## src/hdl/port_b_mux_cfg.svh

```systemverilog
`ifndef PORT_B_MUX_CFG_SVH
`define PORT_B_MUX_CFG_SVH
// Function select codes for decoder pins
`define FSEL_PRIMARY 2'h0
`define FSEL_TIMER 2'h1
`define FSEL_GPIO 2'h2
`define FSEL_CLKOUT 2'h3
// Function select codes for SPI pins
`define SSEL_SPI 2'h0
`define SSEL_GPIO 2'h1
`define SSEL_SERIAL 2'h2
// Pin group sizes the port widths are built for
`define QUAD_PIN_COUNT 4
`define SPI_PIN_COUNT 3
// Reset selects
`define QUAD_SEL_RESET 8'h00
`define SPI_SEL_RESET 6'h00
`endif

```

## src/hdl/port_b_mux_pkg.sv

```systemverilog
package port_b_mux_pkg;
  typedef logic [1:0] quad_sel_t;
  typedef logic [1:0] spi_sel_t;
endpackage

```

## src/hdl/pin_driver_select.sv

```systemverilog
`timescale 1ns/1ps
`include "port_b_mux_cfg.svh"
// One pin's output and enable picked from four candidate sources
module pin_driver_select (
  // Selection
  input wire logic [1:0] sel,
  // Candidates, enable active low
  input wire logic [3:0] cand_out,
  input wire logic [3:0] cand_oe_n,
  // Pin drive
  output logic pin_out,
  output logic pin_oe_n
);
  // Exactly one source owns the driver
  always_comb begin
    pin_out = cand_out[sel];
    pin_oe_n = cand_oe_n[sel];
  end
endmodule // pin_driver_select

```

## src/hdl/port_b_pin_function_mux.sv

```systemverilog
`timescale 1ns/1ps
`include "port_b_mux_cfg.svh"
// Notes on behaviour
// - Reset selects decoder and SPI0 primary functions
// - Each pin switchable to GPIO, own direction
// - Decoder pins alternatively timer A channels 0-3
// - Clock-out select drives monitor clocks onto pins
// - Serial clock output as master, input slave
// - Master-out data set half period early
// - Unselected slave floats master-in output
// - Slave master-in data set half period early
// - Master-in pin selectable as serial1 receive
module port_b_pin_function_mux #(
  // Pin group sizes
  parameter int QUAD_PINS = `QUAD_PIN_COUNT,
  parameter int SPI_PINS = `SPI_PIN_COUNT
) (
  // Clock and reset
  input wire logic core_clk,
  input wire logic rst,
  // Function selects, two bits per pin
  input wire port_b_mux_pkg::quad_sel_t quad_sel_req [4],
  input wire port_b_mux_pkg::spi_sel_t spi_sel_req [3],
  input wire logic sel_load,
  // GPIO for bits 7..1
  input wire logic [7:1] gpio_out,
  input wire logic [7:1] gpio_dir_out,
  output logic [7:1] gpio_in,
  // Timer A channels
  input wire logic [3:0] timer_out,
  input wire logic [3:0] timer_drive,
  output logic [3:0] timer_in,
  // Monitor clocks: oscillator, double, main, prescaler
  input wire logic [3:0] monitor_clk,
  // Decoder inputs
  output logic decoder_phase_a_in,
  output logic decoder_phase_b_in,
  output logic decoder_index_in,
  output logic decoder_home_in,
  // SPI0 core side
  input wire logic spi_master_mode,
  input wire logic spi_slave_selected,
  input wire logic spi_clk_out,
  input wire logic spi_mo_out,
  input wire logic spi_mi_out,
  output logic spi_clk_in,
  output logic spi_mo_in,
  output logic spi_mi_in,
  output logic serial1_receive_in,
  // Pins: decoder pins [3:0] = A,B,index,home; SPI pins [6:4] = clk,mo,mi
  input wire logic [6:0] pin_in,
  output logic [6:0] pin_out,
  output logic [6:0] pin_oe_n
);
  import port_b_mux_pkg::*;

  // ****************************************
  // Configuration check
  // ****************************************
  // Port widths are fixed, so only the documented pin counts are served
  if (QUAD_PINS != `QUAD_PIN_COUNT || SPI_PINS != `SPI_PIN_COUNT) begin : g_bad_cfg
    $error("pin group sizes not supported");
  end

  // ****************************************
  // Select registers
  // ****************************************
  quad_sel_t quad_sel_reg [4];
  spi_sel_t spi_sel_reg [3];

  // Decoder pin selects, loaded as a block so pins never pass through mixed states
  always_ff @(posedge core_clk) begin
    for (int i = 0; i < QUAD_PINS; i++) begin
      if (rst) begin
        quad_sel_reg[i] <= `FSEL_PRIMARY;
      end else if (sel_load) begin
        quad_sel_reg[i] <= quad_sel_req[i];
      end
    end
  end

  // SPI pin selects, taken by the same strobe
  always_ff @(posedge core_clk) begin
    for (int j = 0; j < SPI_PINS; j++) begin
      if (rst) begin
        spi_sel_reg[j] <= `SSEL_SPI;
      end else if (sel_load) begin
        spi_sel_reg[j] <= spi_sel_req[j];
      end
    end
  end

  // ****************************************
  // Decoder pin drivers
  // ****************************************
  // Bit mapping: pin k of decoder group is port B bit 7-k
  // Controls come in as arguments so the connection follows their changes
  function automatic logic [3:0] cands_oe(input logic dir_out, input logic tmr_drive);
    // Primary inputs never drive; clock out always drives
    cands_oe = {1'b0, ~dir_out, ~tmr_drive, 1'b1};
  endfunction

  genvar g;
  generate
    for (g = 0; g < QUAD_PINS; g++) begin : g_quad
      pin_driver_select u_sel (
        .sel(quad_sel_reg[g]),
        .cand_out({monitor_clk[g], gpio_out[7-g], timer_out[g], 1'b0}),
        .cand_oe_n(cands_oe(gpio_dir_out[7-g], timer_drive[g])),
        .pin_out(pin_out[g]),
        .pin_oe_n(pin_oe_n[g])
      );
      // Input fans out only to the selected function
      assign timer_in[g] = (quad_sel_reg[g] == `FSEL_TIMER) & pin_in[g];
      assign gpio_in[7-g] = (quad_sel_reg[g] == `FSEL_GPIO) & pin_in[g];
    end
  endgenerate

  // Decoder 0 inputs read zero when pin given away
  assign decoder_phase_a_in = (quad_sel_reg[0] == `FSEL_PRIMARY) & pin_in[0];
  assign decoder_phase_b_in = (quad_sel_reg[1] == `FSEL_PRIMARY) & pin_in[1];
  assign decoder_index_in = (quad_sel_reg[2] == `FSEL_PRIMARY) & pin_in[2];
  assign decoder_home_in = (quad_sel_reg[3] == `FSEL_PRIMARY) & pin_in[3];

  // ****************************************
  // SPI pin drivers
  // ****************************************
  // Data timing is the SPI core's job; mux adds no delay so the
  // half-period lead set by the core survives to the pin
  logic spi_mi_drive_n;
  assign spi_mi_drive_n = spi_master_mode | ~spi_slave_selected;

  generate
    for (g = 0; g < SPI_PINS; g++) begin : g_spi
      logic [3:0] c_out;
      logic [3:0] c_oe_n;
      always_comb begin
        c_out = {1'b0, 1'b0, gpio_out[3-g], 1'b0};
        c_oe_n = {1'b1, 1'b1, ~gpio_dir_out[3-g], 1'b1};
        if (g == 0) begin
          c_out[0] = spi_clk_out;
          c_oe_n[0] = ~spi_master_mode;
        end else if (g == 1) begin
          c_out[0] = spi_mo_out;
          c_oe_n[0] = ~spi_master_mode;
        end else begin
          c_out[0] = spi_mi_out;
          c_oe_n[0] = spi_mi_drive_n;
        end
      end
      pin_driver_select u_sel (
        .sel(spi_sel_reg[g]),
        .cand_out(c_out),
        .cand_oe_n(c_oe_n),
        .pin_out(pin_out[4+g]),
        .pin_oe_n(pin_oe_n[4+g])
      );
      assign gpio_in[3-g] = (spi_sel_reg[g] == `SSEL_GPIO) & pin_in[4+g];
    end
  endgenerate

  // SPI inputs; serial receive only on the master-in pin
  assign spi_clk_in = (spi_sel_reg[0] == `SSEL_SPI) & pin_in[4];
  assign spi_mo_in = (spi_sel_reg[1] == `SSEL_SPI) & pin_in[5];
  assign spi_mi_in = (spi_sel_reg[2] == `SSEL_SPI) & pin_in[6];
  assign serial1_receive_in = (spi_sel_reg[2] == `SSEL_SERIAL) & pin_in[6];
endmodule // port_b_pin_function_mux

```

## config.mk

```make
export PLATFORM = sky130hd
export DESIGN_NAME = port_b_pin_function_mux
export DESIGN_NICKNAME = d
export VERILOG_FILES = /design/src/hdl/port_b_mux_pkg.sv /design/src/hdl/pin_driver_select.sv /design/src/hdl/port_b_pin_function_mux.sv
export VERILOG_INCLUDE_DIRS = /design/src /design/src/hdl
export SDC_FILE = /design/constraint.sdc
export NUM_CORES = 1
export LEC_CHECK = 0
export BUFFER_PORTS_ARGS = -buffer_cell sky130_fd_sc_hd__buf_2
export CORE_ASPECT_RATIO = 1.2
export CORE_UTILIZATION = 38
export CTS_CLUSTER_DIAMETER = 150
export CTS_CLUSTER_SIZE = 10
export DETAILED_ROUTE_END_ITERATION = 12
export GPL_TIMING_DRIVEN = 1
export HOLD_SLACK_MARGIN = 0.05
export MAX_ROUTING_LAYER = met4
export PLACE_DENSITY = 0.8
export SLEW_MARGIN = 5
export SYNTH_ARGS = -nofsm -noshare
export SYNTH_HDL_FRONTEND = slang
export SYNTH_SLANG_ARGS = --single-unit
```

## constraint.sdc

```tcl
create_clock -name core_clk -period 1.6 [get_ports core_clk]
set_input_delay 0.16 -clock core_clk [delete_from_list [all_inputs] [get_ports core_clk]]
set_output_delay 0.16 -clock core_clk [all_outputs]
set_load 0.1 [all_outputs]
```

Yosys cells after proc, flatten, opt, wreduce, memory -nomap -nowiden:

Memory sizes are Yosys's and may differ from the RTL's.
Cells that the tools add are included.
W data, S select, Z words.

* output and inout bits: 33
* logic and storage cells: 108
* RAM bits: 14
* bits in registers: 0
* memories kept: 2

* bitwise gates (word level): 40
* equality and inequality tests: 12
* $lt $le $gt $ge: 7
* reductions and logical operators: 7
* mux-type cells: 40

Memories
* quad_sel_reg: words 4, width 2, read ports 4, clocked after memory_dff 0, wr ports 4, line port_b_pin_function_mux.sv:68 `quad_sel_t quad_sel_reg [4];`
* spi_sel_reg: words 3, width 2, read ports 3, clocked after memory_dff 0, wr ports 3, line port_b_pin_function_mux.sv:69 `spi_sel_t spi_sel_reg [3];`

Operator list (number)
* $bmux W1 S2: 14
* $lt A2 B3 Y1 const B: 7
* $and A1 B1 Y1: 19
* $mux W1: 19
* $eq A2 B1 Y1 const B: 7
* $logic_not A2 Y1: 7
* $mux W2: 7
* $not A1 Y1: 13
* $eq A2 B2 Y1 const B: 5
* $or A1 B1 Y1: 8

Longest topological paths before layout:

* word-level depth: 4
* mapped depth: 3
* depth with buffers taken out: 2

Modules after synthesis:

A second synthesis with hierarchy kept.

* cell total of the unflattened synthesis: 79
* area, all modules: 1161.1 sq um

Modules (own cells, without submodules)
* port_b_pin_function_mux: cells each 65, area each 793.3 sq um, instances 1
* pin_driver_select: cells each 2, area each 52.6 sq um, instances 7

Worst setup path after synthesis:

No wires, ideal clock.

* kind: register to output
* start: mem quad_sel_reg[0][0] (netlist bit)
* end: out decoder_phase_a_in
* path slack: -1.248 ns
* arrival: 2.688 ns
* data required time: 1.440 ns
* cell stages (with the launch flop): 2
* path buffers: 0
* cells stage by stage: edfxtp_1 > nor3b_1

RTL lines
* from (decl): line port_b_pin_function_mux.sv:68
* to (decl): line port_b_pin_function_mux.sv:36 `output logic decoder_phase_a_in,`

==> impl_results.md <==
* # hold bufs at CTS at 0
* Tcrit/Tclk final at 0.989
* Max reg flops at 8
* Period minus WS final at 1580 ps
* Initial antenna violation count at 0
* Clock Tree Root: clkbuf_4
* WS Path Type: reg2out
* Layout overhead on the synthesized area at 77.4%
* Via count at 1028
* Post-synthesis sequential area ratio at 0.411
* Worst Path Required at 1440 ps
* TritonCTS Buffers at 3
* PwrDens at 894 mW/mm^2
* Hold Fails Final Rpt at 0
* Worst Setup SP: quad_sel_reg[3][0]
* Sinks on Clock Net at 14
* Crit path arrival time at 1420 ps
* Via density at 4.83
* GRT Residual Overflow at 0
* Psw at 0.784 mW
* Leak Pwr at 0.901 nW
* Syn_nets at 156
* DR WL/cell at 13.1 um
* Antenna violation net count after detailed routing at 0
* Std cell rows at 20
* Synth cell types at 15
* First-pass GRT wire length at 4010 um
* CTS Buffer Depth at 2
* Number of port buffers at 87
* Combinational group share of total power at 0.573
* Final Util at 0.711
* CP max stage delay at 490 ps
* Final wirelength at 2780 um
* Core Region at 0.00255 sq mm
* Layout cell share with drive strength beyond 1 at 0.600
* DR DRC count at 0
* Final HPWL DP at 2250 um
* Setup TNS at 0 ps
* Setup-failing EPs final at 0
* Setup ws final at 18.3 ps
* Sequential Power Share at 0.301
* Place WS at 229 ps
* Final nets at 236
* Max VDD drop at 721 uV
* RSZ-0062 raised after global routing: yes
* Hold crit path type: in2reg
* CP most frequent cell: mux2i_1
* Rel. slew slack at 0.674
* Net Sw Frac at 0.483
* Worst setup SP type: flip-flop
* CTS clk-pin slew, worst paths at 90 ps
* Pins Over Slew Limit at 0
* Htree depth at 1
* All-layer global routing usage at 0.192
* Final weighted congestion in routability-driven placement at 0.668
* YS warnings at 0
* Synthesized area per cell at 10.1 sq um
* Worst Tran Pin Value at 492 ps
* Status: complete, no violations
* Cell Area, Synth at 0.00102 sq mm
* P_int at 0.839 mW
* Crit. End Element: output port
* Yosys reg bits at 14
* Die area at 0.00291 sq mm
* Hold path start: spi_sel_req[3]
* Initial DRC Count at 14
* Max-cap viol count at 0
* Diode count at 0
* Largest net degree at the start of global routing at 15
* Crit-path max FO at 7
* Slowest CP cell: edfxtp_1
* TritonRoute pass-1 iters at 4
* Ports at 88
* Number of global-route vias before repair at 987
* Initial Utilization at 0.401
* Mapped Cells at 101
* Die Ht at 58.9 um
* Clock Power Share at 0.126
* Fmax at 632 MHz
* Die W at 49.4 um
* Hold Slack at 142 ps
* Cell Chain, Critical Path: mux2i_1 > mux2i_1 > buf_12
* CTS tree: yes
power groups by stage:
| stage | sequential, mW | combinational (mW) | clock (mW) |
|---|---|---|---|
| floorplan | 0.489 | 0.662 | 0 |
| global placement | 0.492 | 0.858 | 0 |
| detailed placement | 0.497 | 0.873 | 0 |
| CTS | 0.488 | 0.895 | 0.210 |
| global route | 0.495 | 0.954 | 0.227 |
| finish | 0.488 | 0.930 | 0.205 |
routing by layer:
layer  wire length (um)  vias up  part of all wire  track usage
li1                   -      500                 -            -
met1                894      474              0.32        0.150
met2               1710       45              0.61        0.407
met3                108        9             0.039       0.0258
met4                 68        0             0.024        0.110
met5                  0        -                 0            -
kinds of logic (layout without fill, tap and decap cells):
group,after synthesis,in the layout,synth area share
flops,14,14,0.411
mux,13,13,0.127
buf+inv,15,94,0.106
compound gates,9,9,0.0562
simple gates,50,50,0.300
cell usage in the layout, fill, tap and decap left out, types with 5 or more instances in the layout:
cell type,count
nand2_1,9
clkbuf_4,12
mux2i_1,13
buf_12,17
a21o_1,5
buf_4,7
buf_2,56
edfxtp_1,14
and3b_1,7
nor3b_4,5
and2_1,14
path summary, 6_finish.rpt:
path / endpoint / slack (ps) / cells after the start
setup / recovery: pin_out[3] / 20 / 3
hold / removal: spi_sel_reg[1][1] / 140 / 2
cell usage after synthesis:
master | instances | area share
buf_4 | 14 | 0.10
or2_2 | 3 | 0.018
and2b_1 | 1 | 0.0073
and2_1 | 14 | 0.086
and3b_2 | 1 | 0.0098
mux2i_1 | 13 | 0.13
nor3b_1 | 7 | 0.051
nand2_1 | 9 | 0.033
clkbuf_1 | 1 | 0.0037
o21ai_0 | 4 | 0.020
and3b_1 | 7 | 0.060
or3b_1 | 1 | 0.0086
nor2_1 | 7 | 0.026
edfxtp_1 | 14 | 0.41
a21o_1 | 5 | 0.037
stage by stage:
step | cell area, sq um | total power, mW | cells
final | 1820 | 1.62 | 213
after global routing | 1820 | 1.68 | 213
after CTS | 1740 | 1.59 | 212
after detailed placement | 1680 | 1.37 | 207
after global placement | 1680 | 1.35 | 207
after floorplan | 1090 | 1.15 | 101
repair_timing:
action | CTS | global route
resized for setup | 11 | 19
pin swaps | 0 | 2
setup buffers | 1 | 1
endpoints found under the setup margin | 10 | 17
worst max-delay path, delay by kind of cell (launching register included):
family | cells | cell delay, ps
DFF | 1 | 490
muxes | 2 | 440
buffers and inverters | 1 | 220
final cells by class:
type	instances	area (sq um)
Clock buffer	3	22.5
Timing Repair Buffer	90	752
Clock inverter	1	3.75
Fill cell	204	737
Sequential cell	14	420
Multi-Input combinational cell	72	576
Tap cell	33	41.3
Note: power is estimated with default switching activity, not from simulation.
